File: src/rtl/dhp_defines.svh
// constants for the dma handshake port: address, strobe and timing figures
// assumes one 20 MHz clock and a synchronous active-high reset
`ifndef DHP_DEFINES_SVH
`define DHP_DEFINES_SVH

`define DHP_ADDR_W 24
`define DHP_DATA_W 32
`define DHP_SEL_W 4
`define DHP_WAIT_W 3
`define DHP_SEL_ALL_OFF 4'h0
`define DHP_ADDR_SEL_LSB 22
`define DHP_WAIT_ZERO 3'h0
// grant set-up and release figures in whole clocks
`define DHP_SETUP_CYC 3'h1
`define DHP_HOLD_CYC 3'h1

`endif

File: src/rtl/dhp_pkg.sv
// types shared by the dma handshake port
// assumes dhp_defines.svh supplies the numeric constants
package dhp_pkg;
   typedef enum logic [1:0] {
      DHP_MODE_HANDSHAKE,
      DHP_MODE_EXT_HANDSHAKE,
      DHP_MODE_PACED_MASTER,
      DHP_MODE_OFF
   } dhp_mode_t;

   typedef enum logic [2:0] {
      DHP_IDLE,
      DHP_SETUP,
      DHP_STROBE,
      DHP_PROLONG,
      DHP_RELEASE,
      DHP_GAP
   } dhp_state_t;
endpackage

File: src/rtl/dhp_counter.sv
// down counter used for wait-state and gap timing
// assumes load is never asserted together with an undefined value
module dhp_counter #(
   parameter int WIDTH = 3
) (
   // clock and reset
   input wire logic clk_i,
   input wire logic srst_i,
   // control
   input wire logic load_i,
   input wire logic [WIDTH-1:0] value_i,
   // status
   output logic zero_o
);
   logic [WIDTH-1:0] count_reg;
   logic [WIDTH-1:0] count_next;
   wire logic at_zero = (count_reg == '0);

   assign count_next = load_i ? value_i : (at_zero ? count_reg : count_reg - 1'b1);
   assign zero_o = at_zero;

   always_ff @(posedge clk_i) begin
      if (srst_i) count_reg <= '0;
      else count_reg <= count_next;
   end
endmodule

File: src/rtl/dhp_port.sv
// dma handshake port: answers the peripheral's request in one of three modes
// assumes all pins are synchronous to clk_i; pad tri-stating lies outside
`include "dhp_defines.svh"
module dhp_port #(
   parameter int ADDR_W = `DHP_ADDR_W,
   parameter int DATA_W = `DHP_DATA_W,
   parameter int WAIT_W = `DHP_WAIT_W
) (
   // clock and reset
   input wire logic clk_i,
   input wire logic srst_i,
   // configuration from the processor core
   input wire dhp_pkg::dhp_mode_t mode_i,
   input wire logic [WAIT_W-1:0] wait_states_i,
   input wire logic hold_idle_extra_cycle_i,
   input wire logic target_sdram_i,
   input wire logic write_dir_i,
   input wire logic [ADDR_W-1:0] addr_i,
   input wire logic [DATA_W-1:0] wdata_i,
   // peripheral request
   input wire logic dma_request_n_i,
   input wire logic ack_i,
   // bus data input
   input wire logic [DATA_W-1:0] data_i,
   // pins toward the peripheral or memory
   output logic dma_grant_n_o,
   output logic rd_n_o,
   output logic wr_n_o,
   output logic sync_write_select_n_o,
   output logic [`DHP_SEL_W-1:0] memory_select_n_o,
   output logic [ADDR_W-1:0] addr_o,
   output logic [DATA_W-1:0] data_o,
   output logic data_oe_n_o,
   // results to the core
   output logic [DATA_W-1:0] rdata_o,
   output logic done_o,
   output logic refused_o
);
   dhp_pkg::dhp_state_t state_reg, state_next;
   dhp_pkg::dhp_mode_t mode_reg;
   logic write_reg;
   logic grant_n_reg, rd_n_reg, wr_n_reg, swsel_n_reg, oe_n_reg;
   logic [`DHP_SEL_W-1:0] sel_n_reg;
   logic [ADDR_W-1:0] addr_reg;
   logic [DATA_W-1:0] data_reg, rdata_reg;
   logic done_reg, refused_reg;
   logic cnt_load;
   logic [WAIT_W-1:0] cnt_value;
   logic cnt_zero;

   // a sampled low request is taken at this edge, no earlier
   wire logic req_seen = ~dma_request_n_i;
   wire logic ext_sdram = (mode_i == dhp_pkg::DHP_MODE_EXT_HANDSHAKE) & target_sdram_i;
   wire logic mode_on = (mode_i != dhp_pkg::DHP_MODE_OFF);
   wire logic start = (state_reg == dhp_pkg::DHP_IDLE) & req_seen & mode_on & ~ext_sdram;
   wire logic refuse = (state_reg == dhp_pkg::DHP_IDLE) & req_seen & ext_sdram;
   wire logic uses_grant = (mode_reg != dhp_pkg::DHP_MODE_PACED_MASTER);
   wire logic uses_bus = (mode_reg != dhp_pkg::DHP_MODE_HANDSHAKE);
   // extended handshake and paced master also wait for the slave's acknowledge
   wire logic bus_ready = ~uses_bus | ack_i;
   wire logic strobe_end = (state_reg == dhp_pkg::DHP_STROBE) & cnt_zero & bus_ready;
   wire logic [1:0] sel_idx = addr_reg[`DHP_ADDR_SEL_LSB +: 2];
   wire logic [`DHP_SEL_W-1:0] sel_onehot = `DHP_SEL_W'(1) << sel_idx;
   wire logic [WAIT_W-1:0] gap_len = WAIT_W'(`DHP_HOLD_CYC)
      + WAIT_W'(hold_idle_extra_cycle_i);

   // counter loads: wait states on strobe entry, gap on release
   assign cnt_load = (state_reg == dhp_pkg::DHP_SETUP)
      | (state_reg == dhp_pkg::DHP_RELEASE);
   assign cnt_value = (state_reg == dhp_pkg::DHP_SETUP) ? wait_states_i : gap_len;

   dhp_counter #(.WIDTH(WAIT_W)) u_counter (
      .clk_i(clk_i),
      .srst_i(srst_i),
      .load_i(cnt_load),
      .value_i(cnt_value),
      .zero_o(cnt_zero)
   );

   always_comb begin
      state_next = state_reg;
      unique case (state_reg)
         dhp_pkg::DHP_IDLE: if (start) state_next = dhp_pkg::DHP_SETUP;
         dhp_pkg::DHP_SETUP: state_next = dhp_pkg::DHP_STROBE;
         dhp_pkg::DHP_STROBE: begin
            // a request still low holds off completion
            if (strobe_end) begin
               state_next = req_seen ? dhp_pkg::DHP_PROLONG : dhp_pkg::DHP_RELEASE;
            end
         end
         dhp_pkg::DHP_PROLONG: if (!req_seen) state_next = dhp_pkg::DHP_RELEASE;
         dhp_pkg::DHP_RELEASE: state_next = dhp_pkg::DHP_GAP;
         dhp_pkg::DHP_GAP: if (cnt_zero) state_next = dhp_pkg::DHP_IDLE;
         default: state_next = dhp_pkg::DHP_IDLE;
      endcase
   end

   wire logic active = (state_reg == dhp_pkg::DHP_STROBE)
      | (state_reg == dhp_pkg::DHP_PROLONG);
   wire logic in_xfer = (state_reg == dhp_pkg::DHP_SETUP) | active;
   wire logic finish = (state_reg == dhp_pkg::DHP_RELEASE);

   always_ff @(posedge clk_i) begin
      if (srst_i) begin
         state_reg <= dhp_pkg::DHP_IDLE;
         mode_reg <= dhp_pkg::DHP_MODE_OFF;
         write_reg <= 1'b0;
         addr_reg <= '0;
         data_reg <= '0;
      end else begin
         state_reg <= state_next;
         if (start) begin
            mode_reg <= mode_i;
            write_reg <= write_dir_i;
            addr_reg <= addr_i;
            data_reg <= wdata_i;
         end
      end
   end

   // pin registers: strobes low only while the word is in flight
   always_ff @(posedge clk_i) begin
      if (srst_i) begin
         grant_n_reg <= 1'b1;
         rd_n_reg <= 1'b1;
         wr_n_reg <= 1'b1;
         swsel_n_reg <= 1'b1;
         sel_n_reg <= ~`DHP_SEL_ALL_OFF;
         oe_n_reg <= 1'b1;
      end else begin
         grant_n_reg <= ~(state_next_active() & uses_grant_next());
         rd_n_reg <= ~(state_next_active() & uses_bus_next() & ~write_next());
         wr_n_reg <= ~(state_next_active() & uses_bus_next() & write_next());
         swsel_n_reg <= ~(state_next_in() & ext_next() & write_next());
         sel_n_reg <= (state_next_in() & uses_bus_next()) ? ~sel_onehot_next()
            : ~`DHP_SEL_ALL_OFF;
         oe_n_reg <= ~(state_next_in() & write_next());
      end
   end

   // next-cycle views so the pins change on the same edge as the state
   function automatic logic state_next_active();
      return (state_next == dhp_pkg::DHP_STROBE) | (state_next == dhp_pkg::DHP_PROLONG);
   endfunction
   function automatic logic state_next_in();
      return state_next_active() | (state_next == dhp_pkg::DHP_SETUP);
   endfunction
   function automatic logic write_next();
      return start ? write_dir_i : write_reg;
   endfunction
   function automatic logic uses_grant_next();
      return start ? (mode_i != dhp_pkg::DHP_MODE_PACED_MASTER) : uses_grant;
   endfunction
   function automatic logic uses_bus_next();
      return start ? (mode_i != dhp_pkg::DHP_MODE_HANDSHAKE) : uses_bus;
   endfunction
   function automatic logic ext_next();
      return start ? (mode_i == dhp_pkg::DHP_MODE_EXT_HANDSHAKE)
         : (mode_reg == dhp_pkg::DHP_MODE_EXT_HANDSHAKE);
   endfunction
   function automatic logic [`DHP_SEL_W-1:0] sel_onehot_next();
      return start ? (`DHP_SEL_W'(1) << addr_i[`DHP_ADDR_SEL_LSB +: 2]) : sel_onehot;
   endfunction

   // read data is caught at the end of the release cycle, one clock after the strobe ends, after any prolonging
   always_ff @(posedge clk_i) begin
      if (srst_i) begin
         rdata_reg <= '0;
         done_reg <= 1'b0;
         refused_reg <= 1'b0;
      end else begin
         if (finish & ~write_reg) rdata_reg <= data_i;
         done_reg <= finish;
         refused_reg <= refuse;
      end
   end

   assign dma_grant_n_o = grant_n_reg;
   assign rd_n_o = rd_n_reg;
   assign wr_n_o = wr_n_reg;
   assign sync_write_select_n_o = swsel_n_reg;
   assign memory_select_n_o = sel_n_reg;
   assign addr_o = addr_reg;
   assign data_o = data_reg;
   assign data_oe_n_o = oe_n_reg;
   assign rdata_o = rdata_reg;
   assign done_o = done_reg;
   assign refused_o = refused_reg;

   wire logic unused_ok = in_xfer | active;
endmodule

File: config.mk
export PLATFORM = sky130hd
export DESIGN_NAME = dhp_port
export DESIGN_NICKNAME = d
export VERILOG_FILES = /design/src/rtl/dhp_pkg.sv /design/src/rtl/dhp_counter.sv /design/src/rtl/dhp_port.sv
export VERILOG_INCLUDE_DIRS = /design/src /design/src/rtl
export SDC_FILE = /design/constraint.sdc
export NUM_CORES = 1
export LEC_CHECK = 0
export ABC_AREA = 0
export BUFFER_PORTS_ARGS = -buffer_cell sky130_fd_sc_hd__buf_2
export CAP_MARGIN = 20
export CORE_UTILIZATION = 45
export CTS_BUF_LIST = sky130_fd_sc_hd__clkbuf_16
export DETAILED_ROUTE_END_ITERATION = 10
export GPL_TIMING_DRIVEN = 1
export PLACE_DENSITY = 0.79
export SLEW_MARGIN = 5
export SYNTH_ARGS = -nofsm -noshare
export SYNTH_HDL_FRONTEND = slang
export SYNTH_SLANG_ARGS = --single-unit
File: constraint.sdc
create_clock -name clk_i -period 5.4 [get_ports clk_i]
set_input_delay 1.08 -clock clk_i [delete_from_list [all_inputs] [get_ports clk_i]]
set_output_delay 1.08 -clock clk_i [all_outputs]
set_load 0.1 [all_outputs]
==> out/results.ini, run 1 <==
[yosys]
synthesis.area_um2=3965
synthCells=503
netlist.area_leader.share_pct=54.53
synthTopCellsByCount=nand2_1, dfxtp_1, a21oi_1, clkbuf_1, nor2_1
yosys.area_share.simple_pct=23.60
avgSynthCellArea_um2=7.883
synthAdderAreaFrac_pct=0.6311
synth-main-ff-cell=dfxtp_1
synth_compound_area_share_pct=16.60
ys_top_cells_by_area=dfxtp_1, nand2_1, a21oi_1, clkbuf_1, nor2_1
synth.most_common_cell=nand2_1
ys_ff_latch=108
synth.distinct_cells=39
syn-num-nets=605
yosysTopAreaCell=dfxtp_1
ys_async_sr_fraction_pct=0
synth-edff-count=0
yosysWarnings=0
synthXorXnorAreaFrac_pct=0.2209
synthMuxAreaShare_pct=0
seq_area_frac_synth_pct=54.53
synth_top_family_by_area=simple AND/OR/NAND/NOR gates

[cts]
post-cts-setup-buffers=0
cts.repair.resized=0
insertion_delay_ns=0.33
cts_sinks=108
clk_pin_slew_ns=0.07
cts-htree-levels=3
cts_made_buffers=9
postCtsHoldBufs=0
root_buffer=clkbuf_16
cts_buffer_depth=2
tritoncts=built

[critical_path]
path_class=in -> reg
crit_family=simple AND/OR/NAND/NOR gates
critical_path.cell_chain=buf_2 -> or4_4 -> nor2b_4 -> buf_4 -> nand2_2 -> a21oi_2 -> or4b_1
path_max_fanout=59
critPathRequiredTime_ns=5.60
slowest_stage=buf_4
cp.arrival_ns=3.02
critPathBufInv=2
critPathLaunchType=input port
end_kind=register
critPathMaxStageDelay_ns=0.47

[timing]
hold_ws_ns=0.4504
rsz0062_at_grt=false
hold_viol_final=0
finalCritPeriodShare_pct=52.18
tightest_slew_ns=0.7049
finalClockSkew_ns=0.009835
drv_slew=0
max_freq_mhz=354.9
setup_tns_ns=0
slew_headroom_pct=53.01
setup_violations=0
finalCriticalPeriod_ns=2.818

[die]
die_h_um=95.87
fp.coreArea_um2=8382
fp.dieW_um=95.87
dieArea_um2=9191
fp-row-count=33
initial_core_util_pct=47.31
ios=199

[power_and_ir_drop]
p_leak_nw=2.377
switchingPower_uw=749.2
p_sw_share_pct=36.72
seq_power_share_pct=43.1
peakVddDrop_v=0.0002192
intPower_mw=1.291
power_density_nw_per_um2=387.9
finalPower_mw=2.040
pwr-share-comb_pct=27.6
power_frac_clock_pct=29.3

[grt]
grt_pass1_wl_mm=15.48
grt_pass1_vias=3602
antenna_found_initial=0
grt_max_degree=63
track_usage_pct=21.46
gr-total-overflow=0

[run]
maxCapViolCount=0

[finish]
multi_input_area_um2=1640
syn_to_final_growth_pct=32.66
fin_util_pct=62.76
seq_area_um2=2162
fillerInstances=788
diodes=0
drive_above_1_share_pct=32.70
nNetsFinal=783
fin_cells=790

[worst_hold_path]
hp-class=reg -> reg

[routing]
drc=0
drt-initial-drc-count=112
vias=3892
drtAntennaViolNets=0
viasPerCell=4.927
drt_first_pass_iters=4
drt_wl_total_mm=10.17
wl_per_cell_um=12.87

[placement]
gp_congestion=0.7824
dp.cells=775
hpwl_mm=7.506
portBuffers=198

[run_status]
status=finished, final reports clean

==> placed cells by master, fill, tap and decap left out, drive strengths merged, types with 3 or more instances in the layout <==
master / count
dfxtp: 108
or3: 3
nand2: 184
buf: 202
nand2b: 4
nand3: 3
a21oi: 95
clkbuf: 9
o21ai: 7
a211oi: 3
o21bai: 4
nor2: 19
inv: 10
nor3: 5
==> kinds of logic after synthesis <==
family	count (synthesis)
AOI/OAI and AO/OA	121
DFF	108
and+or+nand+nor	229
buffers and inverters	42
adders and majority gates	2
xor gates and xnor gates	1
==> per-layer routing <==
layer	vias to the layer above	track usage [%]	routed length, µm	part of all wire, %
met5	-	0	0	0
met4	0	5.100	70	0.69
li1	1993	-	-	-
met2	135	41.25	5270	52
met1	1758	22.28	3963	39
met3	6	7.109	861	8.5
==> power by group through the flow <==
stage / registers [mW] / clock network, mW / logic [mW]
after floorplan: 1.17 / 0 / 0.179
after global placement: 0.895 / 0 / 0.550
after detailed placement: 0.897 / 0 / 0.565
after CTS: 0.880 / 0.619 / 0.566
after global routing: 0.887 / 0.658 / 0.600
final: 0.880 / 0.598 / 0.562
==> through the flow <==
step                      cell area, µm²  setup slack (ns)
after floorplan                     3965             2.910
after global placement              4974             2.312
after detailed placement            4989             2.248
after CTS                           5260             2.593
after global routing                5260             2.449
final                               5260             2.582
==> cell type report <==
type / count / area share (%)
Tap cell: 105 / 2.498
Inverter: 7 / 0.4995
Clock buffer: 9 / 4.282
Multi-Input combinational cell: 353 / 31.18
Clock inverter: 6 / 0.8801
Timing Repair Buffer: 202 / 19.55
Sequential cell: 108 / 41.10
==> final timing paths <==
path	from	end	slack, ns	cells past startpoint
worst min register to register	rdata_o[29]	rdata_o[29]	0.45	2
worst max-delay path	dma_request_n_i	sync_write_select_n_o	2.58	7
worst min-delay path	rdata_o[29]	rdata_o[29]	0.45	2
worst max register to register	state_reg[1]	sync_write_select_n_o	2.87	6
==> worst reg2reg max path, delay by kind of cell (launching register included) <==
kind | cells | cell delay, ns
and+or+nand+nor | 4 | 1.33
DFF | 1 | 0.42
buffers and inverters | 1 | 0.47
AOI/OAI and AO/OA | 1 | 0.18
Note: power is estimated with default switching activity, not from simulation.
==> inputs of run 2 (changes only) <==
ABC_AREA = 1   (was 0)
CORE_UTILIZATION = 41   (was 45)
PLACE_DENSITY = 0.76   (was 0.79)
clock period = 2.29 ns   (was 5.4 ns; I/O delays follow)
==> run 2 against run 1 <==
Against the previous run:
- core utilization down 5.9 points
- global-route usage decreased by 1.2 points
- count of clock-buffer cells in the layout stayed put
- critical path type is now reg -> reg
- largest power group unchanged
==> out/results.ini, run 2 <==
[critical_path]
reg2reg_to=mode_reg[1]
end_kind=register
critPathCapture=mode_reg[1]
crit_start=state_reg[0]
critPathLaunchType=register
critPathRequiredTime_ns=2.51
cp.arrival_ns=1.90
r2r_setup_slack_ns=0.61
path_class=reg -> reg
rr_worst_depth=7
timing.rr.start=state_reg[0]
path_max_fanout=47

[routing]
drt_wl_total_mm=10.49
drc=0
drtAntennaViolNets=0
viasPerCell=4.849
drt_first_pass_iters=4
vias=4005
wl_per_cell_um=12.70
drt-initial-drc-count=133

[grt]
grt_pass1_wl_mm=16.29
track_usage_pct=20.23
grt_max_degree=56
gr-total-overflow=0
antenna_found_initial=3
grt_pass1_vias=3751

[cts]
cts_made_buffers=9
root_buffer=clkbuf_16
cts_sinks=108
postCtsHoldBufs=0
post-cts-setup-buffers=0
insertion_delay_ns=0.34
cts_buffer_depth=2
cts.repair.resized=0
clk_pin_slew_ns=0.08
tritoncts=built
cts-htree-levels=3

[power_and_ir_drop]
finalPower_mw=5.287
p_leak_nw=2.513
peakVddDrop_v=0.0003503
power_density_nw_per_um2=992.1

[finish]
syn_to_final_growth_pct=32.84
nNetsFinal=793
fin_cells=826
multi_input_area_um2=1605
fillerInstances=885
seq_area_um2=2162
final_cell_mix=buf_2, nor2_1, dfxtp_1
drive_above_1_share_pct=33.91
final_common_cell=buf_2

[timing]
hold_viol_final=0
finalCritPeriodShare_pct=73.37
rsz0062_at_grt=false
hold_ws_ns=0.3634
slew_headroom_pct=62.64
setup_tns_ns=0
tightest_slew_ns=0.5604
max_freq_mhz=595.2
setup_violations=0
drv_slew=0
finalClockSkew_ns=0.009429
finalCriticalPeriod_ns=1.680

[yosys]
avgSynthCellArea_um2=7.928
synthCells=506
ys_ff_latch=108
netlist.area_leader.share_pct=53.90
ys_top_cells_by_area=dfxtp_1, nor2_1, o21ai_0, nand3_1, nand2_1
synth.distinct_cells=33
yosysWarnings=0
yosysTopAreaCell=dfxtp_1
synth-main-ff-cell=dfxtp_1
ys_async_sr_fraction_pct=0
synth-edff-count=0
syn-num-nets=608
synthTopCellsByCount=nor2_1, dfxtp_1, nand2_1, o21ai_0, nand3_1
synthesis.area_um2=4011
synth.most_common_cell=nor2_1
seq_area_frac_synth_pct=53.90

[run]
maxCapViolCount=0

[die]
fp-row-count=35
ios=199
fp.coreArea_um2=9371
dieArea_um2=10180
fp.dieW_um=100.9
die_h_um=100.9
initial_core_util_pct=42.80

[placement]
dp.cells=809
gp_congestion=0.7641
hpwl_mm=7.685
portBuffers=198

[run_status]
status=finished, final reports clean

[worst_hold_path]
hp-class=in -> reg

-- run 2: changes by cell type after synthesis, sizes merged, moves of 3 or more --
| cell | change |
|---|---|
| nor2 | +105 |
| a21oi | -58 |
| o21bai | -3 |
| buf | +7 |
| or3 | -3 |
| inv | +11 |
| nand2 | -123 |
| nand3 | +42 |
| nand2b | -4 |
| o21ai | +53 |
| nand4 | +3 |
| clkbuf | -10 |
-- run 2: cell families (layout without fill, tap and decap cells) --
family	Yosys count	in the layout	synth area share, %
compound gates	102	102	13.35
simple gates	243	243	25.92
flops	108	108	53.90
fa+ha+maj	2	2	0.6237
other cells	0	1	0
buf+inv	51	241	6.207
-- run 2: stage by stage --
stage / instance area (µm²) / util (%) / setup WS (ns)
after global routing: 5326 / 56.84 / 0.4544
after global placement: 5051 / 53.90 / 0.4881
final: 5329 / 56.86 / 0.6098
after CTS: 5326 / 56.84 / 0.5999
after floorplan: 4011 / - / 0.7899
after detailed placement: 5051 / 53.90 / 0.4447
-- run 2: final cells by class --
type                    count  share of cell area (%)
diodes                      1                 0.04696
clock buffers               9                   4.226
clock inverters             7                  0.9392
inverters                  19                   1.338
multi-input cells         347                   30.12
flip-flops and latches    108                   40.57
well taps                 129                   3.029
repair buffers            206                   19.72
-- run 2: worst min-delay path by stage --
stage	from	endpoint	slack, ns	cells past startpoint
4_1_cts	wdata_i[31]	data_o[31]	0.35	3
5_1_grt	addr_i[18]	addr_o[18]	0.38	3
2_1_floorplan	mode_reg[0]	sync_write_select_n_o	0.50	3
3_5_place_dp	rdata_o[18]	rdata_o[18]	0.45	2
3_3_place_gp	rdata_o[31]	rdata_o[31]	0.45	2
6_report	addr_i[7]	addr_o[7]	0.36	3
-- run 2: critical path, cell delays in order (launching register included) --
cell     delay [ns]
dfxtp_1        0.44
inv_2          0.07
nand2_4        0.10
nor2_4         0.06
nand2_4        0.32
buf_4          0.28
o21ai_1        0.10
or2_1          0.20
-- run 2: power by group --
part           internal (mW)  switching [mW]  leakage [nW]
clock                  0.743           0.696         0.135
sequential              2.04          0.0786         0.884
combinational          0.341            1.39          1.49
-- run 2: layer usage --
layer / share of wire, % / GRT usage [%]
met1: 41 / 22.17
met2: 50 / 37.04
met3: 8.4 / 6.657
met4: 0.60 / 5.909
met5: 0.27 / 0
==> inputs of run 3 (changes only) <==
ABC_AREA = 0   (was 1)
CORE_UTILIZATION = 45   (was 41)
PLACE_DENSITY = 0.79   (was 0.76)
clock period = 1.64 ns   (was 2.29 ns; I/O delays follow)
==> run 3 against run 2 <==
Against the previous run:
- combinational power increased by 50%
- maximum frequency decreased by 12%
- sequential power increased by 36%
- register-to-register slack got worse by 0.88 ns
- routed wire length increased by 21%
- via count increased by 6.1%
- clock skew decreased by 0.0022 ns
- largest power group unchanged
- cell count increased by 0.12%
- critical endpoint is now addr_o[17]
- global-route usage increased by 4.5 points
- hold slack got worse by 0.14 ns
- the run now ends with negative setup slack left
- count of clock-buffer cells in the layout unchanged
==> out/results.ini, run 3 (same netlist as run 1, synthesis figures left out) <==
[placement]
postPlaceCellArea_um2=5191
portBuffers=198
gp_congestion=0.8186
post-place-ws_ns=-0.3854
hpwl_mm=7.863

[finish]
nNetsFinal=819
fin_util_pct=76.71
diodes=0
postLayoutCellArea_um2=6430
final_common_cell=buf_2
final_cell_mix=buf_2, nand2_1, dfxtp_1
drive_above_1_share_pct=52.77
syn_to_final_growth_pct=62.16

[timing]
slew_headroom_pct=55.81
setup_violations=63
max_freq_mhz=524.8
drv_slew=0
rsz0062_at_grt=true
finalClockSkew_ns=0.007191
finalCriticalPeriod_ns=1.906
finalCritPeriodShare_pct=116.2
hold_viol_final=0
setup_tns_ns=-5.756
tightest_slew_ns=0.6629
setup_ws_ns=-0.2655

[power_and_ir_drop]
p_leak_nw=3.013
peakVddDrop_v=0.0006619
power_density_nw_per_um2=1165

[cts]
insertion_delay_ns=0.33
cts_made_buffers=9
postCtsHoldBufs=0
root_buffer=clkbuf_16
cts-htree-levels=3
cts_sinks=108
clk_pin_slew_ns=0.07
tritoncts=built
cts_buffer_depth=2

[critical_path]
rr_worst_depth=8
cp.arrival_ns=2.15
path_class=reg -> reg
timing.rr.start=state_reg[1]
reg2reg_to=addr_o[17]
r2r_setup_slack_ns=-0.27
path_max_fanout=6
critPathLaunchType=register
critPathRequiredTime_ns=1.89
end_kind=register

[die]
fp.coreArea_um2=8382
fp.dieW_um=95.87
die_h_um=95.87
ios=199
fp-row-count=33
dieArea_um2=9191
initial_core_util_pct=47.31

[routing]
drc=0
drt_wl_total_mm=12.72
viasPerCell=5.137
vias=4248
drtAntennaViolNets=0
drt_first_pass_iters=5
wl_per_cell_um=15.38
drt-initial-drc-count=164

[grt]
antenna_found_initial=0
grt_pass1_vias=3842
gr-total-overflow=0
grt_max_degree=51
track_usage_pct=24.72
grt_pass1_wl_mm=17.48

[worst_hold_path]
min_to=rdata_o[24]
hp-start=data_i[24]
hold_depth=3
hp-class=in -> reg

[run]
maxCapViolCount=0

[run_status]
status=complete, but fails checks
violations=negative setup slack

[run 3: where the power goes]
| group | internal, mW | switching [mW] |
|---|---|---|
| clock network | 1.04 | 0.974 |
| registers | 2.80 | 0.0960 |
| logic | 0.826 | 1.76 |
[run 3: worst max-delay path: stages (launching register included)]
cell     delay (ns)
dfxtp_2        0.32
or4_4          0.54
nor2b_4        0.18
buf_8          0.15
buf_12         0.11
buf_12         0.10
buf_12         0.14
nand2_1        0.07
a21oi_1        0.19
[run 3: stage by stage]
step | power [mW] | hold WS (ns) | std cells
after CTS | 7.304 | 0.2156 | 826
final | 7.492 | 0.2219 | 827
after global placement | 4.893 | 0.4382 | 798
after global routing | 7.804 | 0.2096 | 827
after floorplan | 4.451 | 0.4463 | 503
after detailed placement | 4.950 | 0.4432 | 798
[run 3: layout make-up]
type                    instances  area [µm²]
multi-input cells             353        2283
well taps                     105       131.4
repair buffers                238        1546
fillers                       585        1952
inverters                       7       26.28
clock inverters                 7       51.30
clock buffers                   9       225.2
flip-flops and latches        108        2166
[run 3: timing repair]
item                                    CTS  global route
pin swaps                                35            92
endpoints found under the setup margin   97            89
endpoints found under the hold margin     0             0
gates cloned                              7             1
resized for setup                        68           125
buffers inserted                          5             0
[run 3: worst max path at each step]
| stage | start | to | slack, ns | cells past startpoint |
|---|---|---|---|---|
| global placement | dma_request_n_i | sync_write_select_n_o | -0.36 | 6 |
| finish | state_reg[1] | addr_o[17] | -0.27 | 8 |
| CTS | state_reg[1] | sync_write_select_n_o | -0.19 | 5 |
| global route | state_reg[1] | addr_o[17] | -0.31 | 8 |
| detailed placement | dma_request_n_i | sync_write_select_n_o | -0.39 | 6 |
| floorplan | state_reg[1] | sync_write_select_n_o | -0.20 | 5 |
[run 3: metal layers]
metal  part of all wire, %  vias up  GRT usage [%]  wire length [µm]
li1                      -     2072              -                 -
met4                   3.1        0          9.577               391
met3                   7.9       33          7.109              1003
met1                    38     1950          27.41              4802
met2                    51      193          44.46              6522
met5                     0        -              0                 0
